`src/core/rcad_pkg.sv`:
```
package rcad_pkg;

  // ----------------------------------------------------------------
  // device register map
  // ----------------------------------------------------------------
  localparam logic [7:0] DEV_FREQ_ADDR   = 8'h00; // clock_freq_control_reg
  localparam logic [7:0] DEV_MON_ADDR    = 8'h01; // monitor_port_pin function select
  localparam logic [7:0] DEV_CA_ADDR     = 8'h10; // base-clock counter, low byte first
  localparam logic [7:0] DEV_CB_ADDR     = 8'h14; // oscillator-clock counter, low byte first
  localparam logic [7:0] DEV_MODE_ADDR   = 8'h18; // converter_mode_reg
  localparam logic [7:0] DEV_CTRL_ADDR   = 8'h19; // converter_control_reg
  localparam logic [7:0] DEV_SBY_ADDR    = 8'h1a; // standby_control_reg

  // ----------------------------------------------------------------
  // device register values
  // ----------------------------------------------------------------
  localparam logic [7:0] FREQ_32K        = 8'h00;
  localparam logic [7:0] MODE_GATE_B     = 8'h10; // gating_select_bit set
  localparam logic [7:0] OM_REF_CH0      = 8'h01; // oscillate on reference_resistor_ch0
  localparam logic [7:0] OM_SENSOR_CH0   = 8'h02; // oscillate on sensor_resistor_ch0
  localparam logic [7:0] CTRL_RUN        = 8'h01; // conversion_run_bit
  localparam logic [7:0] SBY_HALT        = 8'h01; // halt_request_bit
  localparam logic [7:0] ZERO_BYTE       = 8'h00;
  localparam logic [24:0] CTR_SPAN       = 25'h1000000;
  localparam logic [3:0] P0_LAST_IDX     = 4'ha;
  localparam logic [3:0] P1_LAST_IDX     = 4'h5;
  localparam logic [1:0] CTR_LAST_BYTE   = 2'h2;
  localparam logic [1:0] DEV_RD_LAT      = 2'h1; // cycles from read strobe to data

  // ----------------------------------------------------------------
  // software register map (byte offsets)
  // ----------------------------------------------------------------
  localparam logic [4:0] SW_CTRL_OFS     = 5'h00;
  localparam logic [4:0] SW_GATE_OFS     = 5'h04;
  localparam logic [4:0] SW_STAT_OFS     = 5'h08;
  localparam logic [4:0] SW_FIRST_OFS    = 5'h0c;
  localparam logic [4:0] SW_RESULT_OFS   = 5'h10;
  localparam int         CTRL_START_BIT  = 0;
  localparam int         CTRL_ORDER_BIT  = 1;
  localparam int         CTRL_MON_BIT    = 2;
  localparam int         STAT_BUSY_BIT   = 0;
  localparam int         STAT_DONE_BIT   = 1;
  localparam int         STAT_PHASE_BIT  = 2;
  localparam logic [23:0] GATE_RST       = 24'h0004b0;

  typedef enum logic [2:0] {
    RCAD_ST_IDLE  = 3'b000,
    RCAD_ST_WRITE = 3'b001,
    RCAD_ST_WAIT  = 3'b010,
    RCAD_ST_READ  = 3'b011
  } rcad_state_e;

  typedef enum logic [1:0] {
    RCAD_PS_IDLE  = 2'b00,
    RCAD_PS_DRIVE = 2'b01,
    RCAD_PS_LAT   = 2'b10
  } rcad_port_e;

endpackage

```
`src/core/rcad_dev_port.sv`:
```
`timescale 1ns/1ps
module rcad_dev_port (
  // clock and reset
  input  wire logic       clk,
  input  wire logic       rst_n,
  // access request
  input  wire logic       req,
  input  wire logic       req_wr,
  input  wire logic [7:0] req_addr,
  input  wire logic [7:0] req_wdata,
  output logic            ready,
  output logic            done_ff,
  output logic [7:0]      rdata_ff,
  // device register pins
  output logic [7:0]      dev_addr_ff,
  output logic [7:0]      dev_wdata_ff,
  output logic            dev_we_ff,
  output logic            dev_re_ff,
  input  wire logic [7:0] dev_rdata
);

  rcad_pkg::rcad_port_e state_ff;
  rcad_pkg::rcad_port_e nxt_state;
  logic [1:0]           lat_ff;
  logic [1:0]           nxt_lat;
  logic [7:0]           nxt_addr;
  logic [7:0]           nxt_wdata;
  logic                 nxt_we;
  logic                 nxt_re;
  logic                 nxt_done;
  logic [7:0]           nxt_rdata;

  assign ready = (state_ff == rcad_pkg::RCAD_PS_IDLE);

  always_comb begin
    nxt_state = state_ff;
    nxt_lat   = lat_ff;
    nxt_addr  = dev_addr_ff;
    nxt_wdata = dev_wdata_ff;
    nxt_we    = 1'b0;
    nxt_re    = 1'b0;
    nxt_done  = 1'b0;
    nxt_rdata = rdata_ff;
    case (state_ff)
      rcad_pkg::RCAD_PS_IDLE: begin
        if (req) begin
          nxt_addr  = req_addr;
          nxt_wdata = req_wr ? req_wdata : 8'h00;
          nxt_we    = req_wr;
          nxt_re    = ~req_wr;
          nxt_lat   = rcad_pkg::DEV_RD_LAT;
          nxt_state = req_wr ? rcad_pkg::RCAD_PS_DRIVE : rcad_pkg::RCAD_PS_LAT;
        end
      end
      rcad_pkg::RCAD_PS_DRIVE: begin
        nxt_done  = 1'b1;
        nxt_state = rcad_pkg::RCAD_PS_IDLE;
      end
      rcad_pkg::RCAD_PS_LAT: begin
        // sample once the read latency has passed
        if (lat_ff == 2'h0) begin
          nxt_rdata = dev_rdata;
          nxt_done  = 1'b1;
          nxt_state = rcad_pkg::RCAD_PS_IDLE;
        end else begin
          nxt_lat = lat_ff - 2'h1;
        end
      end
      default: nxt_state = rcad_pkg::RCAD_PS_IDLE;
    endcase
  end

  always_ff @(posedge clk or negedge rst_n) begin
    if (!rst_n) begin
      state_ff     <= rcad_pkg::RCAD_PS_IDLE;
      lat_ff       <= 2'h0;
      dev_addr_ff  <= 8'h00;
      dev_wdata_ff <= 8'h00;
      dev_we_ff    <= 1'b0;
      dev_re_ff    <= 1'b0;
      done_ff      <= 1'b0;
      rdata_ff     <= 8'h00;
    end else begin
      state_ff     <= nxt_state;
      lat_ff       <= nxt_lat;
      dev_addr_ff  <= nxt_addr;
      dev_wdata_ff <= nxt_wdata;
      dev_we_ff    <= nxt_we;
      dev_re_ff    <= nxt_re;
      done_ff      <= nxt_done;
      rdata_ff     <= nxt_rdata;
    end
  end

endmodule

```
`src/core/rcad_seq.sv`:
```
`timescale 1ns/1ps
// Function
// [RULE1] two runs: reference then sensor, ratio
// [RULE2] select 32.768 kHz base clock first
// [RULE3] preload gate counter, clear count counter
// [RULE4] mode 01H: base gating, reference resistor
// [RULE5] control 01H starts run until overflow
// [RULE6] base counter overflow raises converter interrupt
// [RULE7] interrupt releases halt, run bit clears
// [RULE8] after base run, base counter holds zero
// [RULE9] second run preloads from first count
// [RULE10] mode 12H: oscillator gating, sensor resistor
// [RULE11] oscillator gating runs until its overflow
// [RULE12] oscillator overflow interrupts and stops run
// [RULE13] base counter then holds the result
// [RULE14] recommended order gives fixed second duration
// [RULE15] keep cpu halted during every run
// [RULE16] oscillator clock drivable onto monitor pin
// [RULE17] monitor output only for evaluation
// [RULE18] counting starts once synced run enable rises
// [RULE19] run enable starts oscillator and counting
// [RULE20] gating select bit picks gate counter
// [RULE21] counters 24 bits, overflow is carry out
module rcad_seq (
  // clock and reset
  input  wire logic        sys_clk,
  input  wire logic        rst_n,
  // avalon-mm slave
  input  wire logic [4:0]  avs_address,
  input  wire logic        avs_read,
  input  wire logic        avs_write,
  input  wire logic [31:0] avs_writedata,
  output logic [31:0]      avs_readdata,
  output logic             avs_waitrequest,
  // device register port
  output logic [7:0]       dev_addr,
  output logic [7:0]       dev_wdata,
  output logic             dev_we,
  output logic             dev_re,
  input  wire logic [7:0]  dev_rdata,
  input  wire logic        converter_irq_signal
);

  // ----------------------------------------------------------------
  // reset release
  // ----------------------------------------------------------------
  logic rst_meta_ff;
  logic rst_sync_ff;

  always_ff @(posedge sys_clk or negedge rst_n) begin
    if (!rst_n) begin
      rst_meta_ff <= 1'b0;
      rst_sync_ff <= 1'b0;
    end else begin
      rst_meta_ff <= 1'b1;
      rst_sync_ff <= rst_meta_ff;
    end
  end

  // ----------------------------------------------------------------
  // helpers
  // ----------------------------------------------------------------
  // 1000000H minus a count, kept to the 24-bit counter width
  function automatic logic [23:0] preload_of(input logic [23:0] cnt);
    logic [24:0] diff;
    diff = rcad_pkg::CTR_SPAN - {1'b0, cnt};
    return diff[23:0];
  endfunction

  function automatic logic [7:0] byte_of(input logic [23:0] val, input logic [1:0] sel);
    logic [7:0] b;
    b = val[7:0];
    if (sel == 2'h1) begin
      b = val[15:8];
    end else if (sel == 2'h2) begin
      b = val[23:16];
    end
    return b;
  endfunction

  function automatic logic [7:0] ctr_base(input logic is_b);
    return is_b ? rcad_pkg::DEV_CB_ADDR : rcad_pkg::DEV_CA_ADDR;
  endfunction

  // ----------------------------------------------------------------
  // software registers
  // ----------------------------------------------------------------
  logic        ack_ff;
  logic        nxt_ack;
  logic [31:0] rdata_ff;
  logic [31:0] nxt_rdata;
  logic        order_ff;
  logic        nxt_order;
  logic        mon_ff;
  logic        nxt_mon;
  logic [23:0] gate_ff;
  logic [23:0] nxt_gate;
  logic        done_ff;
  logic        nxt_done;
  logic        bus_wr;
  logic        start_req;
  logic        finish;

  rcad_pkg::rcad_state_e state_ff;
  rcad_pkg::rcad_state_e nxt_state;
  logic        phase_ff;
  logic        nxt_phase;
  logic [3:0]  idx_ff;
  logic [3:0]  nxt_idx;
  logic        pend_ff;
  logic        nxt_pend;
  logic [23:0] acc_ff;
  logic [23:0] nxt_acc;
  logic [23:0] first_ff;
  logic [23:0] nxt_first;
  logic [23:0] result_ff;
  logic [23:0] nxt_result;
  logic        irq_d_ff;
  logic        nxt_irq_d;
  logic        busy;

  // one wait cycle per access; the answer stands at the second edge
  assign avs_waitrequest = (avs_read | avs_write) & ~ack_ff;
  assign avs_readdata    = rdata_ff;
  assign bus_wr          = avs_write & ack_ff;
  assign busy            = (state_ff != rcad_pkg::RCAD_ST_IDLE);
  assign start_req       = bus_wr & (avs_address == rcad_pkg::SW_CTRL_OFS)
                           & avs_writedata[rcad_pkg::CTRL_START_BIT] & ~busy;

  always_comb begin
    nxt_ack   = (avs_read | avs_write) & ~ack_ff;
    nxt_rdata = rdata_ff;
    nxt_order = order_ff;
    nxt_mon   = mon_ff;
    nxt_gate  = gate_ff;
    nxt_done  = done_ff;
    if (avs_read & ~ack_ff) begin
      case (avs_address)
        rcad_pkg::SW_CTRL_OFS:   nxt_rdata = {29'h0, mon_ff, order_ff, 1'b0};
        rcad_pkg::SW_GATE_OFS:   nxt_rdata = {8'h00, gate_ff};
        rcad_pkg::SW_STAT_OFS:   nxt_rdata = {29'h0, phase_ff, done_ff, busy};
        rcad_pkg::SW_FIRST_OFS:  nxt_rdata = {8'h00, first_ff};
        rcad_pkg::SW_RESULT_OFS: nxt_rdata = {8'h00, result_ff};
        default:                 nxt_rdata = 32'h0;
      endcase
    end
    // order and monitor frozen while busy
    if (bus_wr & ~busy & (avs_address == rcad_pkg::SW_CTRL_OFS)) begin
      nxt_order = avs_writedata[rcad_pkg::CTRL_ORDER_BIT];
      nxt_mon   = avs_writedata[rcad_pkg::CTRL_MON_BIT];
    end
    if (bus_wr & ~busy & (avs_address == rcad_pkg::SW_GATE_OFS)) begin
      nxt_gate = avs_writedata[23:0];
    end
    if (bus_wr & (avs_address == rcad_pkg::SW_STAT_OFS)
        & avs_writedata[rcad_pkg::STAT_DONE_BIT]) begin
      nxt_done = 1'b0;
    end
    if (start_req) begin
      nxt_done = 1'b0;
    end
    // completion wins over a clear in the same cycle
    if (finish) begin
      nxt_done = 1'b1;
    end
  end

  always_ff @(posedge sys_clk or negedge rst_sync_ff) begin
    if (!rst_sync_ff) begin
      ack_ff   <= 1'b0;
      rdata_ff <= 32'h0;
      order_ff <= 1'b0;
      mon_ff   <= 1'b0;
      gate_ff  <= rcad_pkg::GATE_RST;
      done_ff  <= 1'b0;
    end else begin
      ack_ff   <= nxt_ack;
      rdata_ff <= nxt_rdata;
      order_ff <= nxt_order;
      mon_ff   <= nxt_mon;
      gate_ff  <= nxt_gate;
      done_ff  <= nxt_done;
    end
  end

  // ----------------------------------------------------------------
  // device access engine
  // ----------------------------------------------------------------
  logic       port_ready;
  logic       port_done;
  logic [7:0] port_rdata;
  logic       port_req;
  logic       port_wr;
  logic [7:0] port_addr;
  logic [7:0] port_wdata;

  rcad_dev_port u_port (
    .clk          (sys_clk),
    .rst_n        (rst_sync_ff),
    .req          (port_req),
    .req_wr       (port_wr),
    .req_addr     (port_addr),
    .req_wdata    (port_wdata),
    .ready        (port_ready),
    .done_ff      (port_done),
    .rdata_ff     (port_rdata),
    .dev_addr_ff  (dev_addr),
    .dev_wdata_ff (dev_wdata),
    .dev_we_ff    (dev_we),
    .dev_re_ff    (dev_re),
    .dev_rdata    (dev_rdata)
  );

  // ----------------------------------------------------------------
  // conversion sequence
  // ----------------------------------------------------------------
  logic        gate_is_b;
  logic [23:0] preload;
  logic [7:0]  mode_val;
  logic [7:0]  wr_addr;
  logic [7:0]  wr_data;
  logic [3:0]  last_idx;

  // gate counter swaps so the second gate is the first count
  assign gate_is_b = order_ff ^ phase_ff;                              // [RULE14] [RULE20]
  assign preload   = preload_of(phase_ff ? first_ff : gate_ff);        // [RULE3] [RULE9] [RULE21]
  assign mode_val  = (gate_is_b ? rcad_pkg::MODE_GATE_B : 8'h00)
                     | (phase_ff ? rcad_pkg::OM_SENSOR_CH0
                                 : rcad_pkg::OM_REF_CH0);              // [RULE4] [RULE10]
  assign last_idx  = phase_ff ? rcad_pkg::P1_LAST_IDX : rcad_pkg::P0_LAST_IDX;

  always_comb begin
    wr_addr = rcad_pkg::DEV_SBY_ADDR;
    wr_data = rcad_pkg::SBY_HALT;                                      // [RULE15]
    if (!phase_ff) begin
      case (idx_ff)
        4'h0: begin
          wr_addr = rcad_pkg::DEV_FREQ_ADDR;
          wr_data = rcad_pkg::FREQ_32K;                                // [RULE2]
        end
        4'h1: begin
          wr_addr = rcad_pkg::DEV_MON_ADDR;
          wr_data = {7'h00, mon_ff};                                   // [RULE16] [RULE17]
        end
        4'h2, 4'h3, 4'h4: begin
          wr_addr = ctr_base(gate_is_b) + {6'h00, idx_ff[1:0] - 2'h2};
          wr_data = byte_of(preload, idx_ff[1:0] - 2'h2);              // [RULE3]
        end
        4'h5, 4'h6, 4'h7: begin
          wr_addr = ctr_base(~gate_is_b) + {6'h00, idx_ff[1:0] - 2'h1};
          wr_data = rcad_pkg::ZERO_BYTE;                               // [RULE3]
        end
        4'h8: begin
          wr_addr = rcad_pkg::DEV_MODE_ADDR;
          wr_data = mode_val;
        end
        4'h9: begin
          wr_addr = rcad_pkg::DEV_CTRL_ADDR;
          wr_data = rcad_pkg::CTRL_RUN;                                // [RULE5]
        end
        default: begin
          wr_addr = rcad_pkg::DEV_SBY_ADDR;
          wr_data = rcad_pkg::SBY_HALT;
        end
      endcase
    end else begin
      // the first gate counter is already zero after overflow
      case (idx_ff)
        4'h0, 4'h1, 4'h2: begin
          wr_addr = ctr_base(gate_is_b) + {6'h00, idx_ff[1:0]};
          wr_data = byte_of(preload, idx_ff[1:0]);                     // [RULE9] [RULE8]
        end
        4'h3: begin
          wr_addr = rcad_pkg::DEV_MODE_ADDR;
          wr_data = mode_val;
        end
        4'h4: begin
          wr_addr = rcad_pkg::DEV_CTRL_ADDR;
          wr_data = rcad_pkg::CTRL_RUN;                                // [RULE5]
        end
        default: begin
          wr_addr = rcad_pkg::DEV_SBY_ADDR;
          wr_data = rcad_pkg::SBY_HALT;
        end
      endcase
    end
  end

  always_comb begin
    port_req   = 1'b0;
    port_wr    = 1'b0;
    port_addr  = wr_addr;
    port_wdata = wr_data;
    if ((state_ff == rcad_pkg::RCAD_ST_WRITE) & ~pend_ff) begin
      port_req = 1'b1;
      port_wr  = 1'b1;
    end else if ((state_ff == rcad_pkg::RCAD_ST_READ) & ~pend_ff) begin
      port_req  = 1'b1;
      port_addr = ctr_base(~gate_is_b) + {6'h00, idx_ff[1:0]};
    end
  end

  always_comb begin
    nxt_state  = state_ff;
    nxt_phase  = phase_ff;
    nxt_idx    = idx_ff;
    nxt_pend   = pend_ff;
    nxt_acc    = acc_ff;
    nxt_first  = first_ff;
    nxt_result = result_ff;
    nxt_irq_d  = converter_irq_signal;
    finish     = 1'b0;
    if (port_req & port_ready) begin
      nxt_pend = 1'b1;
    end
    case (state_ff)
      rcad_pkg::RCAD_ST_IDLE: begin
        if (start_req) begin
          nxt_state = rcad_pkg::RCAD_ST_WRITE;                         // [RULE1]
          nxt_phase = 1'b0;
          nxt_idx   = 4'h0;
        end
      end
      rcad_pkg::RCAD_ST_WRITE: begin
        if (port_done) begin
          nxt_pend = 1'b0;
          nxt_idx  = idx_ff + 4'h1;
          if (idx_ff == last_idx) begin
            nxt_idx   = 4'h0;
            nxt_state = rcad_pkg::RCAD_ST_WAIT;
          end
        end
      end
      rcad_pkg::RCAD_ST_WAIT: begin
        // device stops the run on overflow and interrupts
        if (converter_irq_signal & ~irq_d_ff) begin
          nxt_state = rcad_pkg::RCAD_ST_READ;                          // [RULE6] [RULE7] [RULE11] [RULE12]
        end
      end
      rcad_pkg::RCAD_ST_READ: begin
        if (port_done) begin
          nxt_pend = 1'b0;
          nxt_idx  = idx_ff + 4'h1;
          case (idx_ff[1:0])
            2'h0:    nxt_acc = {acc_ff[23:8], port_rdata};
            2'h1:    nxt_acc = {acc_ff[23:16], port_rdata, acc_ff[7:0]};
            default: nxt_acc = {port_rdata, acc_ff[15:0]};
          endcase
          if (idx_ff[1:0] == rcad_pkg::CTR_LAST_BYTE) begin
            nxt_idx = 4'h0;
            if (!phase_ff) begin
              nxt_first = {port_rdata, acc_ff[15:0]};
              nxt_phase = 1'b1;
              nxt_state = rcad_pkg::RCAD_ST_WRITE;
            end else begin
              nxt_result = {port_rdata, acc_ff[15:0]};                 // [RULE13] [RULE1]
              nxt_phase  = 1'b0;
              nxt_state  = rcad_pkg::RCAD_ST_IDLE;
              finish     = 1'b1;
            end
          end
        end
      end
      default: nxt_state = rcad_pkg::RCAD_ST_IDLE;
    endcase
  end

  always_ff @(posedge sys_clk or negedge rst_sync_ff) begin
    if (!rst_sync_ff) begin
      state_ff  <= rcad_pkg::RCAD_ST_IDLE;
      phase_ff  <= 1'b0;
      idx_ff    <= 4'h0;
      pend_ff   <= 1'b0;
      acc_ff    <= 24'h0;
      first_ff  <= 24'h0;
      result_ff <= 24'h0;
      irq_d_ff  <= 1'b0;
    end else begin
      state_ff  <= nxt_state;
      phase_ff  <= nxt_phase;
      idx_ff    <= nxt_idx;
      pend_ff   <= nxt_pend;
      acc_ff    <= nxt_acc;
      first_ff  <= nxt_first;
      result_ff <= nxt_result;
      irq_d_ff  <= nxt_irq_d;
    end
  end

  // run enable resync and counting stay in the device [RULE18] [RULE19]

endmodule

```
`config.mk`:
```
export PLATFORM = sky130hd
export DESIGN_NAME = rcad_seq
export DESIGN_NICKNAME = d
export VERILOG_FILES = /design/src/core/rcad_pkg.sv /design/src/core/rcad_dev_port.sv /design/src/core/rcad_seq.sv
export SDC_FILE = /design/constraint.sdc
export NUM_CORES = 1
export LEC_CHECK = 0
export BUFFER_PORTS_ARGS = -buffer_cell sky130_fd_sc_hd__clkbuf_2
export CORE_AREA = 2 2 165 102
export DETAILED_ROUTE_END_ITERATION = 16
export DIE_AREA = 0 0 167 104
export HOLD_SLACK_MARGIN = 0.1
export PLACE_DENSITY_LB_ADDON = 0.3
export SKIP_CTS_REPAIR_TIMING = 1
export SYNTH_ARGS = -nofsm -noshare
export SYNTH_HDL_FRONTEND = slang
export SYNTH_HIERARCHICAL = 1
export SYNTH_SLANG_ARGS = --single-unit
```
`constraint.sdc`:
```
create_clock -name sys_clk -period 5 [get_ports sys_clk]
set_input_delay 0.75 -clock sys_clk [delete_from_list [all_inputs] [get_ports sys_clk]]
set_output_delay 0.75 -clock sys_clk [all_outputs]
set_load 0.05 [all_outputs]
```
==> flow_summary_export.csv <==
group,metric,value,unit
outcome,outcome,"complete, no violations",
global_route,grt_max_degree,86,
synthesis,synthAdderAreaFrac,2.117,%
floorplan,die_h,104,um
sta,finalSetupTns,0,ns
cts,tritoncts,"built",
pwr,ir_worst_vdd,0.2936,mV
cts,clk_pin_slew,0.07,ns
min_path,hp-class,"reg2reg",
pwr,seqPwrFrac,35.2,%
floorplan,fp.dieArea,17370,um^2
synthesis,synth_compound_area_share,11.46,%
routing,ant_nets,0,
critical_path,critPathMaxStageDelay,0.92,ns
sta,tightest_slew,1.126,ns
cts,htree_levels,4,
sta,timing.final.crit_share,74.75,%
cts,cts_sinks,158,
synthesis,synth_top_area_cell,"dfrtp_1",
cts,cts.path.max_buffers,2,
floorplan,ios,101,
synthesis,synthMuxAreaShare,19.17,%
synthesis,synth_edf_count,0,
critical_path,rr_endpoint,"u_port/dev_wdata_ff[4]$_DFFE_PN0P_",
global_route,grt_overflow,0,
cells_and_area,fin_cells,1099,
sta,setup_slack,1.262,ns
job,drv_cap,0,
cts,cts_buffers,17,
synthesis,synth_top_family_by_area,"multiplexers",
critical_path,cp_max_fo,37,
critical_path,critPathKind,"reg2reg",
synthesis,synth_cells,802,
synthesis,yosys_warnings,6,
synthesis,netlist.area_leader.share,46.57,%
synthesis,ys_ff_latch,158,
synthesis,synth_cell_type_count,62,
synthesis,syn_area,8275,um^2
placement,port_buffers,84,
sta,min_period,3.738,ns
cells_and_area,areaGrowthSynthToFinish,14.29,%
global_route,grt_pass1_vias,6240,
routing,vias,6480,
cells_and_area,insertedDiodeCount,0,
global_route,antenna_found_initial,0,
critical_path,cp-end-kind,"register",
sta,final-setup-viol-count,0,
critical_path,arrival,4.02,ns
routing,wl,20.87,mm
pwr,comb_power_share,36.6,%
critical_path,crit_start,"phase_ff$_DFFE_PN0P_",
placement,placed_cell_area,8859,um^2
min_path,holdPathStages,0,
placement,placedCellCount,1066,
synthesis,synthArstFlopShare,100.0,%
synthesis,synth-main-ff-cell,"dfrtp_1",
sta,slew_headroom,24.96,%
critical_path,r2r-start,"phase_ff$_DFFE_PN0P_",
pwr,power.switching,0.001853,W
routing,first_pass_iters,6,
floorplan,row_count,36,
critical_path,path_cells,"mux2i_1 > ha_1 > o211ai_1 > nor3_2 > nand3b_1 > xor2_1 > a21oi_1 > a221o_1 > nand2_1 > o21ai_0",
pwr,power.leakage,4.330,nW
synthesis,synth_seq_area_share,47.84,%
sta,timing.fmax,0.2676,GHz
synthesis,synth_common_cells,"154 x dfrtp_1, 100 x mux2_2, 92 x nand2_1, 64 x o21ai_0, 57 x nor2_1",
critical_path,cp_slowest_cell,"dfrtp_2",
synthesis,synthSimpleGateAreaFrac,13.29,%
pwr,p_clk_share,28.2,%
synthesis,synthXorXnorAreaFrac,2.525,%
sta,hold_viol_final,0,
sta,rsz0062_at_grt,"no",
cells_and_area,drive_above_1_share,27.42,%
critical_path,reg2reg_slack,1.26,ns
synthesis,synth_most_common_cell,"dfrtp_1",
floorplan,coreArea,15900,um^2
cts,cts-root-buf,"clkbuf_16",
pwr,p_sw_share,40.62,%
routing,via_per_inst,5.896,
synthesis,ys_top_cells_by_area,"dfrtp_1 47%, mux2_2 14%, mux2i_1 5.6%",
cells_and_area,finish.instance_area,9458,um^2
synthesis,syn_avg_cell_area,10.32,um^2
critical_path,crit_buf_inv,0,
pwr,p_int,0.002710,W
critical_path,crit_family,"compound AO/OA/AOI/OAI gates",
critical_path,start_kind,"register",
routing,drt_iter0_markers,735,
placement,routabilityCongestion,0.9307,
routing,drc,0,
critical_path,crit_required,5.29,ns
cells_and_area,nets,941,
min_path,hp-start,"rst_meta_ff$_DFF_PN0_",
routing,avgRoutedWirePerCell,18.99,um
global_route,grt.total_usage,24.69,%
floorplan,die_x,167,um
pwr,power_density,482.5,nW/um^2
floorplan,start_util,52.05,%
sta,finClkSkew,0.01199,ns
critical_path,r2r_cells,10,
placement,pre_cts_slack,1.340,ns
global_route,grt_pass1_wl,34.02,mm
sta,slew_viol_final,0,
min_path,worstHoldEndpoint,"rst_sync_ff$_DFF_PN0_",
cts,clock_latency,0.43,ns
cells_and_area,fin_util,59.48,%
placement,dp_hpwl,14.68,mm
[cell usage in the layout (no fill, tap or decap), types with 6 or more instances in the layout]
cell type	netlist	layout
inv_1	19	19
clkbuf_2	0	84
mux2i_1	46	46
nand2_1	92	92
a22o_1	8	8
mux2_2	100	100
buf_4	8	7
xor2_1	12	12
xnor2_1	10	10
a21oi_1	39	39
dfrtp_1	154	152
ha_1	14	14
clkbuf_16	0	17
o22ai_1	7	7
nor2_1	57	57
o21ai_0	64	63
nand4_1	7	7
a22oi_1	6	6
conb_1	2	12
nor2b_1	7	7
o211ai_1	7	7
nand3_1	17	17
nor3_1	21	20
[layout make-up]
cell class / instances / area (um^2)
flip-flops and latches: 158 / 3964
multi-input cells: 588 / 4069
clock buffers: 17 / 425.4
fillers: 1387 / 6442
inverters: 19 / 71.32
well taps: 209 / 261.5
repair buffers: 93 / 503.0
clock inverters: 15 / 163.9
[metal layers]
layer / vias up / global-route usage (%) / wire length (um)
met5: - / 0 / 0
met4: 0 / 5.419 / 206
met3: 21 / 5.860 / 1817
met2: 279 / 32.57 / 8031
met1: 3189 / 40.25 / 10820
li1: 2991 / - / -
[cell families (layout without fill, tap and decap cells)]
logic type | Yosys count | count (layout)
other cells | 2 | 12
buf+inv | 66 | 144
compound gates | 157 | 157
simple gates | 236 | 236
fa+ha+maj | 14 | 14
flops | 158 | 158
mux | 146 | 146
xor+xnor | 23 | 23
[stage by stage]
step	power (W)	hold slack [ns]
after floorplan	0.002849	0.3312
after global placement	0.003229	0.3355
after detailed placement	0.003263	0.3389
after CTS	0.004549	0.08205
after global routing	0.004820	0.3683
final	0.004563	0.3528
[power by group through the flow]
| stage | clock network [W] | logic [W] | registers, W |
|---|---|---|---|
| 2_1_floorplan | 0 | 0.00118 | 0.00167 |
| 3_5_place_dp | 0 | 0.00164 | 0.00163 |
| 6_report | 0.00129 | 0.00167 | 0.00161 |
| 5_1_grt | 0.00136 | 0.00183 | 0.00163 |
| 4_1_cts | 0.00130 | 0.00164 | 0.00160 |
| 3_3_place_gp | 0 | 0.00161 | 0.00162 |
[how the worst max path moves through the flow]
| stage | end | slack (ns) | cells past startpoint |
|---|---|---|---|
| final | u_port/dev_wdata_ff[4]$_DFFE_PN0P_ | 1.26 | 10 |
| after floorplan | acc_ff[0]$_DFFE_PN0P_ | 0.28 | 0 |
| after CTS | u_port/dev_wdata_ff[4]$_DFFE_PN0P_ | 1.31 | 10 |
| after global routing | u_port/dev_wdata_ff[4]$_DFFE_PN0P_ | 0.95 | 10 |
| after detailed placement | u_port/dev_wdata_ff[4]$_DFFE_PN0P_ | 1.34 | 10 |
| after global placement | u_port/dev_wdata_ff[4]$_DFFE_PN0P_ | 1.46 | 10 |
[flip-flops by register name, indices dropped and copies added (netlist names), 2 cells and up]
register and cells:
acc_ff 16, avs_readdata 24, first_ff 24, gate_ff 24
idx_ff 4, result_ff 24, state_ff 2, u_port/dev_addr_ff 8
u_port/dev_wdata_ff 8, u_port/lat_ff 2, u_port/rdata_ff 8, u_port/state_ff 2
(Power assumes the default switching activity.)
